[config.mk]
export PLATFORM = sky130hd
export DESIGN_NAME = flc_ctrl
export DESIGN_NICKNAME = d
export VERILOG_FILES = /design/src/flc_ctrl.v /design/src/flc_us_timer.v
export VERILOG_INCLUDE_DIRS = /design/src /design/src/src
export SDC_FILE = /design/constraint.sdc
export NUM_CORES = 1
export LEC_CHECK = 0
export BUFFER_PORTS_ARGS = -buffer_cell sky130_fd_sc_hd__buf_2
export CAP_MARGIN = 10
export CORE_ASPECT_RATIO = 0.7
export CORE_UTILIZATION = 51
export CTS_CLUSTER_SIZE = 40
export DETAILED_ROUTE_END_ITERATION = 12
export GPL_ROUTABILITY_DRIVEN = 0
export PLACE_DENSITY = 0.86
export SETUP_SLACK_MARGIN = 0.02
export SYNTH_ARGS = -nofsm -noshare
export SYNTH_HDL_FRONTEND = slang
export SYNTH_SLANG_ARGS = --single-unit
[constraint.sdc]
create_clock -name clk_i -period 3.7 [get_ports clk_i]
set_input_delay 0.555 -clock clk_i [delete_from_list [all_inputs] [get_ports clk_i]]
set_output_delay 0.555 -clock clk_i [all_outputs]
set_load 0.01 [all_outputs]
[src/flc_defines.vh]
`ifndef FLC_DEFINES_VH
`define FLC_DEFINES_VH

// ==========================================================
// Register byte offsets
`define FLC_OFS_ADDR      8'h00
`define FLC_OFS_DATA      8'h04
`define FLC_OFS_CTRL      8'h08
`define FLC_OFS_RAW       8'h0c
`define FLC_OFS_MASK      8'h10
`define FLC_OFS_MSTAT     8'h14
`define FLC_OFS_CLEAR     8'h18
`define FLC_OFS_USEC      8'h1c
`define FLC_OFS_PE0       8'h20
`define FLC_OFS_PE1       8'h24
`define FLC_OFS_RE0       8'h28
`define FLC_OFS_RE1       8'h2c

// ==========================================================
// Control register fields
`define FLC_KEY_LSB       16
`define FLC_KEY_VAL       16'ha442
`define FLC_CTRL_WRITE    0
`define FLC_CTRL_ERASE    1
`define FLC_CTRL_MERASE   2
`define FLC_CTRL_COMMIT   3

// Interrupt status fields
`define FLC_IRQ_ACCESS    0
`define FLC_IRQ_DONE      1

// ==========================================================
// Array geometry
`define FLC_AW            17
`define FLC_NBLK          48
`define FLC_PBLK_LSB      11
`define FLC_EBLK_LSB      10

// ==========================================================
// Reset values and timing
`define FLC_USEC_RST      8'h31
`define FLC_PROG_US       16'h0014
`define FLC_ERASE_US      16'h4e20
`define FLC_MERASE_US     16'hc350

`endif

[src/flc_ctrl.v]
`timescale 1ns/1ps
`include "flc_defines.vh"

// Contract
// - Array erases in 1-KB blocks, setting every bit of the block to one.
// - Program acts on one 32-bit word and only clears bits.
// - Protection applies per 2-KB unit, each with its own policy.
// - Operation timing uses software cycles-per-microsecond count, encoded MHz minus one.
// - Program-enable one permits program and erase; zero keeps block unchanged.
// - Read-enable zero allows only instruction fetches; data reads refused.
// - Policy pairs: 00 execute-only, 01 read-only, 10 write-no-read, 11 open.
// - Data read of a read-protected block is blocked with a bus fault.
// - Program or erase on protected block refused; masked access interrupt raised.
// - All implemented protection bits start at one.
// - Protection bits only clear; uncommitted ones return to one at power-on.
// - Commit through the control register stores protection values nonvolatile.
// - Protection held in two pairs of 32-bit registers, one bit per unit.
// - Fetches from flash are held off while an operation runs.
// - Writing one to the clear register clears raw and masked flags.
module flc_ctrl (
    input  wire                 clk_i,
    input  wire                 reset_i,
    // Register port
    input  wire [7:0]           reg_addr_i,
    input  wire [31:0]          reg_wdata_i,
    input  wire                 reg_we_i,
    input  wire                 reg_re_i,
    output reg  [31:0]          reg_rdata_o,
    // Processor flash accesses
    input  wire                 acc_valid_i,
    input  wire                 acc_fetch_i,
    input  wire [`FLC_AW-1:0]   acc_addr_i,
    output wire                 acc_ready_o,
    output wire                 acc_fault_o,
    // Flash array
    input  wire [31:0]          arr_rdata_i,
    output wire [`FLC_AW-1:0]   arr_addr_o,
    output reg  [31:0]          arr_wdata_o,
    output reg                  arr_prog_o,
    output reg                  arr_erase_o,
    output reg                  arr_merase_o,
    // Nonvolatile protection store
    input  wire [`FLC_NBLK-1:0] nv_pe_i,
    input  wire [`FLC_NBLK-1:0] nv_re_i,
    output reg                  nv_commit_o,
    output wire [`FLC_NBLK-1:0] nv_pe_o,
    output wire [`FLC_NBLK-1:0] nv_re_o,
    // Interrupt
    output wire                 irq_o
);

    localparam ST_IDLE = 2'b01;
    localparam ST_BUSY = 2'b10;

    reg  [1:0]           state_r;
    reg  [`FLC_AW-1:0]   addr_r;
    reg  [`FLC_AW-1:0]   arr_addr_r;
    reg  [31:0]          data_r;
    reg  [7:0]           usec_r;
    reg  [2:0]           op_r;
    reg  [1:0]           raw_r;
    reg  [1:0]           mask_r;
    reg  [`FLC_NBLK-1:0] pe_r;
    reg  [`FLC_NBLK-1:0] re_r;
    reg  [15:0]          dur_nxt;
    wire                 tmr_busy;
    wire                 tmr_done;

    // ==========================================================
    // Decode of register writes
    wire wr_addr  = reg_we_i && (reg_addr_i == `FLC_OFS_ADDR);
    wire wr_data  = reg_we_i && (reg_addr_i == `FLC_OFS_DATA);
    wire wr_ctrl  = reg_we_i && (reg_addr_i == `FLC_OFS_CTRL) &&
                    (reg_wdata_i[31:`FLC_KEY_LSB] == `FLC_KEY_VAL);
    wire wr_mask  = reg_we_i && (reg_addr_i == `FLC_OFS_MASK);
    wire wr_clear = reg_we_i && (reg_addr_i == `FLC_OFS_CLEAR);
    wire wr_usec  = reg_we_i && (reg_addr_i == `FLC_OFS_USEC);
    wire wr_pe0   = reg_we_i && (reg_addr_i == `FLC_OFS_PE0);
    wire wr_pe1   = reg_we_i && (reg_addr_i == `FLC_OFS_PE1);
    wire wr_re0   = reg_we_i && (reg_addr_i == `FLC_OFS_RE0);
    wire wr_re1   = reg_we_i && (reg_addr_i == `FLC_OFS_RE1);

    wire idle     = (state_r == ST_IDLE);
    wire req_prog = wr_ctrl && reg_wdata_i[`FLC_CTRL_WRITE];
    wire req_ers  = wr_ctrl && !reg_wdata_i[`FLC_CTRL_WRITE] && reg_wdata_i[`FLC_CTRL_ERASE];
    wire req_mers = wr_ctrl && !reg_wdata_i[`FLC_CTRL_WRITE] && !reg_wdata_i[`FLC_CTRL_ERASE] &&
                    reg_wdata_i[`FLC_CTRL_MERASE];
    wire req_any  = req_prog || req_ers || req_mers;

    // ==========================================================
    // Protection lookup per 2-KB unit
    wire [5:0] op_blk  = addr_r[`FLC_AW-1:`FLC_PBLK_LSB];
    wire [5:0] acc_blk = acc_addr_i[`FLC_AW-1:`FLC_PBLK_LSB];
    wire op_in     = (op_blk < `FLC_NBLK);
    wire acc_in    = (acc_blk < `FLC_NBLK);
    wire op_pe_ok  = op_in && pe_r[op_blk];
    // Mass erase would wipe program-protected units, so any cleared program-enable bit refuses it
    wire all_pe_ok = &pe_r;
    wire op_ok     = req_mers ? all_pe_ok : op_pe_ok;
    wire acc_re_ok = acc_in && re_r[acc_blk];
    wire refuse    = idle && req_any && !op_ok;

    // ==========================================================
    // Processor side: stall during operations, fault protected data reads
    assign acc_ready_o = idle;
    assign acc_fault_o = acc_valid_i && idle && !acc_fetch_i && !acc_re_ok;

    assign arr_addr_o = arr_addr_r;

    always @* begin
        if (req_prog) begin
            dur_nxt = `FLC_PROG_US;
        end else if (req_ers) begin
            dur_nxt = `FLC_ERASE_US;
        end else begin
            dur_nxt = `FLC_MERASE_US;
        end
    end

    flc_us_timer u_timer (
        .clk_i    (clk_i),
        .reset_i  (reset_i),
        .start_i  (idle && req_any && op_ok),
        .reload_i (usec_r),
        .dur_i    (dur_nxt),
        .busy_o   (tmr_busy),
        .done_o   (tmr_done)
    );

    // ==========================================================
    // Operation sequencer
    always @(posedge clk_i) begin
        if (reset_i) begin
            state_r      <= ST_IDLE;
            op_r         <= 3'b000;
            arr_prog_o   <= 1'b0;
            arr_erase_o  <= 1'b0;
            arr_merase_o <= 1'b0;
            arr_wdata_o  <= 32'h0000_0000;
        end else begin
            case (state_r)
                ST_IDLE: begin
                    if (req_any && op_ok) begin
                        op_r         <= {req_mers, req_ers, req_prog};
                        arr_prog_o   <= req_prog;
                        arr_erase_o  <= req_ers;
                        arr_merase_o <= req_mers;
                        // Array can only pull bits low, so merge with old word
                        arr_wdata_o  <= arr_rdata_i & data_r;
                        state_r      <= ST_BUSY;
                    end
                end
                ST_BUSY: begin
                    if (tmr_done || !tmr_busy) begin
                        op_r         <= 3'b000;
                        arr_prog_o   <= 1'b0;
                        arr_erase_o  <= 1'b0;
                        arr_merase_o <= 1'b0;
                        state_r      <= ST_IDLE;
                    end
                end
                default: begin
                    state_r <= ST_IDLE;
                end
            endcase
        end
    end

    // ==========================================================
    // Array address register
    // Word address while idle so the program merge reads the target word,
    // block base only for the length of an erase
    always @(posedge clk_i) begin
        if (reset_i) begin
            arr_addr_r <= {`FLC_AW{1'b0}};
        end else if (idle && wr_addr) begin
            arr_addr_r <= {reg_wdata_i[`FLC_AW-1:2], 2'b00};
        end else if (idle && (req_ers || req_mers) && op_ok) begin
            arr_addr_r <= {addr_r[`FLC_AW-1:`FLC_EBLK_LSB], {`FLC_EBLK_LSB{1'b0}}};
        end else if (!idle && tmr_done) begin
            arr_addr_r <= {addr_r[`FLC_AW-1:2], 2'b00};
        end
    end

    // ==========================================================
    // Software registers
    always @(posedge clk_i) begin
        if (reset_i) begin
            addr_r      <= {`FLC_AW{1'b0}};
            data_r      <= 32'h0000_0000;
            usec_r      <= `FLC_USEC_RST;
            mask_r      <= 2'b00;
            nv_commit_o <= 1'b0;
        end else begin
            nv_commit_o <= wr_ctrl && reg_wdata_i[`FLC_CTRL_COMMIT] && idle;
            if (wr_addr && idle) begin
                addr_r <= reg_wdata_i[`FLC_AW-1:0];
            end
            if (wr_data && idle) begin
                data_r <= reg_wdata_i;
            end
            if (wr_usec) begin
                usec_r <= reg_wdata_i[7:0];
            end
            if (wr_mask) begin
                mask_r <= reg_wdata_i[1:0];
            end
        end
    end

    // Sticky flags: a new event in the clearing cycle survives
    always @(posedge clk_i) begin
        if (reset_i) begin
            raw_r <= 2'b00;
        end else begin
            raw_r[`FLC_IRQ_ACCESS] <= (raw_r[`FLC_IRQ_ACCESS] &&
                                      !(wr_clear && reg_wdata_i[`FLC_IRQ_ACCESS])) || refuse;
            raw_r[`FLC_IRQ_DONE]   <= (raw_r[`FLC_IRQ_DONE] &&
                                      !(wr_clear && reg_wdata_i[`FLC_IRQ_DONE])) || tmr_done;
        end
    end

    assign irq_o = |(raw_r & mask_r);

    // ==========================================================
    // Protection bits: clear only, reloaded from store at power-on
    genvar g;
    generate
        for (g = 0; g < `FLC_NBLK; g = g + 1) begin : g_prot
            wire pe_clr = (g < 32) ? (wr_pe0 && !reg_wdata_i[g % 32]) : (wr_pe1 && !reg_wdata_i[g % 32]);
            wire re_clr = (g < 32) ? (wr_re0 && !reg_wdata_i[g % 32]) : (wr_re1 && !reg_wdata_i[g % 32]);
            always @(posedge clk_i) begin
                if (reset_i) begin
                    pe_r[g] <= nv_pe_i[g];
                    re_r[g] <= nv_re_i[g];
                end else begin
                    pe_r[g] <= pe_r[g] && !pe_clr;
                    re_r[g] <= re_r[g] && !re_clr;
                end
            end
        end
    endgenerate

    assign nv_pe_o = pe_r;
    assign nv_re_o = re_r;

    // ==========================================================
    // Read port, data one cycle after the strobe
    always @(posedge clk_i) begin
        if (reset_i) begin
            reg_rdata_o <= 32'h0000_0000;
        end else if (reg_re_i) begin
            case (reg_addr_i)
                `FLC_OFS_ADDR:  reg_rdata_o <= {{(32-`FLC_AW){1'b0}}, addr_r};
                `FLC_OFS_DATA:  reg_rdata_o <= data_r;
                `FLC_OFS_CTRL:  reg_rdata_o <= {29'h0000_0000, op_r};
                `FLC_OFS_RAW:   reg_rdata_o <= {30'h0000_0000, raw_r};
                `FLC_OFS_MASK:  reg_rdata_o <= {30'h0000_0000, mask_r};
                `FLC_OFS_MSTAT: reg_rdata_o <= {30'h0000_0000, raw_r & mask_r};
                `FLC_OFS_USEC:  reg_rdata_o <= {24'h00_0000, usec_r};
                `FLC_OFS_PE0:   reg_rdata_o <= pe_r[31:0];
                `FLC_OFS_PE1:   reg_rdata_o <= {16'h0000, pe_r[`FLC_NBLK-1:32]};
                `FLC_OFS_RE0:   reg_rdata_o <= re_r[31:0];
                `FLC_OFS_RE1:   reg_rdata_o <= {16'h0000, re_r[`FLC_NBLK-1:32]};
                default:        reg_rdata_o <= 32'h0000_0000;
            endcase
        end else begin
            reg_rdata_o <= 32'h0000_0000;
        end
    end

endmodule

[src/flc_us_timer.v]
`timescale 1ns/1ps
`include "flc_defines.vh"

module flc_us_timer (
    input  wire        clk_i,
    input  wire        reset_i,
    input  wire        start_i,
    input  wire [7:0]  reload_i,
    input  wire [15:0] dur_i,
    output wire        busy_o,
    output reg         done_o
);

    reg [7:0]  pre_r;
    reg [15:0] us_r;
    reg        run_r;

    assign busy_o = run_r;

    // ==========================================================
    // Microsecond prescaler, reloaded from the software count
    always @(posedge clk_i) begin
        if (reset_i) begin
            pre_r  <= 8'h00;
            us_r   <= 16'h0000;
            run_r  <= 1'b0;
            done_o <= 1'b0;
        end else begin
            done_o <= 1'b0;
            if (start_i && !run_r) begin
                pre_r <= reload_i;
                us_r  <= dur_i;
                run_r <= 1'b1;
            end else if (run_r) begin
                if (pre_r != 8'h00) begin
                    pre_r <= pre_r - 8'h01;
                end else begin
                    // Reload value is MHz minus one, so reload+1 cycles per us
                    pre_r <= reload_i;
                    if (us_r <= 16'h0001) begin
                        run_r  <= 1'b0;
                        done_o <= 1'b1;
                    end else begin
                        us_r <= us_r - 16'h0001;
                    end
                end
            end
        end
    end

endmodule

==> flow_metrics.py <==
metrics = {
    "status": {
        "status": "finished, final reports clean",
    },
    "logic_synthesis": {
        "synthXorXnorAreaFrac": 0.0127,
        "synthTopCellsByArea": "dfxtp_1, nand2_1, o21ai_0",
        "synth_edf_count": 0,
        "synth.most_common_cell": "nand2_1",
        "synth_top_family_by_area": "compound AO/OA/AOI/OAI gates",
        "syn_area_per_cell_um2": 8.49,
        "synth_compound_area_frac": 0.216,
        "ys_seq_elements": 268,
        "synth_ff_type": "dfxtp_1",
        "async_reset_ff_frac": 0,
        "yosysUniqueCellTypes": 65,
        "synth.top_cell.area_share": 0.458,
        "synth-simple-area-share": 0.195,
        "synth_cells": 1379,
        "yosys_warnings": 0,
        "yosys.area.top_type": "dfxtp_1",
        "synth.top_cells.by_count": "nand2_1, dfxtp_1, o21ai_0",
        "synth_fa_ha_area_frac": 0.00641,
        "yosysSeqAreaShare": 0.458,
        "syn_area_um2": 11700,
        "synthMuxAreaShare": 0.0723,
    },
    "power_and_ir_drop": {
        "leakage_nw": 5.93,
        "max-vdd-ir-drop_mv": 0.344,
        "powerDensity_nw_per_um2": 433,
    },
    "worst_hold_path": {
        "hold_start": "nv_re_i[9]",
        "worst_hold_path.num_cells": 3,
        "hp-class": "in2reg",
    },
    "detailed_routing": {
        "drt-vias-per-instance": 6.35,
        "ant_nets": 0,
        "num_vias": 12900,
        "route.detailed.drc": 0,
        "dr.pass1.iters": 9,
        "drtIter0Drc": 2152,
        "route.detailed.wl_per_inst_um": 22.9,
        "routed_wl_um": 46500,
    },
    "critical_path": {
        "required_ns": 4.15,
        "r2r_cells": 8,
        "crit_chain": "buf_4 -> mux4_2 -> o2111a_1 -> or3_1 -> o211ai_4 -> buf_12 -> nand2_1 -> a21oi_1",
        "cp-end-kind": "flop",
        "critPathMaxStageDelay_ns": 0.74,
        "timing.rr.start": "addr_r[11]",
        "critPathLaunchType": "flop",
        "path_class": "reg2reg",
        "worstPathMaxFanout": 21,
        "critPathSlowestCell": "o211ai_4",
        "r2r_slack_ns": 0.35,
        "worstSetupStartpoint": "addr_r[11]",
        "critical_path_arrival_ns": 3.79,
    },
    "cells_and_area": {
        "design_area_um2": 14700,
        "final_core_util": 0.664,
        "nNetsFinal": 1901,
        "syn_to_final_growth_pct": 25.2,
        "nFillCells": 1852,
        "layout-drive-gt1-share": 0.284,
    },
    "clock_tree": {
        "cts_hold_buf": 0,
        "cts_buffers": 26,
        "post_cts_buffers": 0,
        "htree_levels": 1,
        "clock_latency_ns": 0.55,
        "cts_max_path_buffers": 3,
        "root_buffer": "clkbuf_16",
        "cts_tree": "built",
        "postCtsResizedCells": 0,
        "clock-sinks": 268,
        "cts.clk_slew.worst_paths_ns": 0.07,
    },
    "floorplanning": {
        "ios": 375,
        "fp.dieH_um": 129,
        "initial_utilization": 0.530,
        "die-area_um2": 23600,
        "dieWidth_um": 183,
        "core_um2": 22100,
        "rows": 45,
    },
    "timing": {
        "setup_viol": 0,
        "min_period_over_period": 0.905,
        "period_minus_slack_ns": 3.35,
        "maxSlewViolCount": 0,
        "rsz0062_at_grt": "false",
        "max_slew_margin": 0.374,
        "fmax_ghz": 0.299,
        "worst_pin_slew_ns": 0.936,
        "holdWs_ns": 0.203,
        "hold_viol_final": 0,
        "finalClockSkew_ns": 0.0307,
        "setup_tns_ns": 0,
        "layout_setup_ws_ns": 0.352,
    },
    "grt": {
        "antenna_found_initial": 1,
        "grt_pass1_wl_um": 68700,
        "grt_pass1_vias": 11800,
        "grtUsageTotal": 0.383,
        "grt_max_degree": 140,
        "gr-total-overflow": 0,
    },
    "run": {
        "cap_viol_max_count": 0,
    },
    "placed_design": {
        "portBuffers": 361,
        "hpwlAfterDp_um": 33700,
        "pre_cts_slack_ns": 0.359,
        "postPlaceCellArea_um2": 13800,
    },
}
==> cell usage in the layout (no fill, tap or decap), drive strengths merged, types with 3 or more instances in the layout <==
cell type,synthesis,layout
a211oi,3,3
a21oi,114,114
a222oi,40,40
a22o,6,6
a22oi,14,14
a31oi,13,13
a32oi,3,3
and3,6,6
and4,3,3
buf,19,399
clkbuf,85,39
clkinv,0,10
dfxtp,268,268
ha,6,6
inv,8,8
mux2,9,9
mux2i,14,14
mux4,26,26
nand2,287,287
nand3,59,59
nand3b,4,4
nand4,18,18
nor2,60,60
nor2b,9,9
nor3,18,18
nor4,12,12
nor4b,6,6
o211a,5,5
o21ai,211,211
or3,3,3
or4,3,3
xnor2,13,13
xor2,4,4
==> metal layers <==
layer  up-vias  part of all wire  global-route usage
met5         -                 0                   0
met4         0             0.038               0.145
met3       163              0.15               0.108
met2      1049              0.43               0.585
met1      6026              0.39               0.517
li1       5650                 -                   -
==> worst max-delay path, delay by kind of cell (launching register included) <==
family / cells / cell delay (ns)
AO/OA/AOI/OAI: 3 / 1.14
buffers and inverters: 2 / 0.48
flip-flops: 1 / 0.52
multiplexers: 1 / 0.50
AND/OR/NAND/NOR: 2 / 0.56
==> kinds of logic after synthesis <==
logic type | Yosys count
other cells | 1
mux | 49
fa+ha+maj | 6
xor+xnor | 17
compound gates | 424
simple gates | 502
flops | 268
buf+inv | 112
==> registers in the layout, indices dropped and copies added, names as in the netlist, 8 cells and up <==
register,flops
nv_re_o,48
nv_pe_o,48
data_r,32
u_timer.pre_r,8
usec_r,8
arr_addr_o,15
arr_wdata_o,32
addr_r,17
u_timer.us_r,16
reg_rdata_o,32
==> area by class of cell <==
cell class / instances / area [um^2] / area share
Antenna cell: 1 / 2.50 / 0.000171
Clock buffer: 38 / 756 / 0.0515
Clock inverter: 10 / 72.6 / 0.00495
Inverter: 8 / 30.0 / 0.00205
Multi-Input combinational cell: 1000 / 5900 / 0.402
Sequential cell: 268 / 5370 / 0.366
Tap cell: 305 / 382 / 0.0260
Timing Repair Buffer: 400 / 2160 / 0.147
==> where the power goes <==
group          switching, W  total (W)  internal, W
clock               0.00116    0.00259      0.00143
sequential         0.000168    0.00315      0.00298
combinational      0.000344   0.000604     0.000260
==> through the flow <==
step           std cells  total power (W)
2_1_floorplan       1380          0.00341
3_3_place_gp        1981          0.00378
3_5_place_dp        1981          0.00380
4_1_cts             2029          0.00631
5_1_grt             2029          0.00651
6_report            2030          0.00634
==> path summary, 6_finish.rpt <==
path | to
worst max-delay path | arr_wdata_o[25]
worst min-delay path | nv_re_o[9]
worst max register to register | arr_wdata_o[25]
worst min register to register | arr_wdata_o[27]
Note: power is estimated with default switching activity, not from simulation.
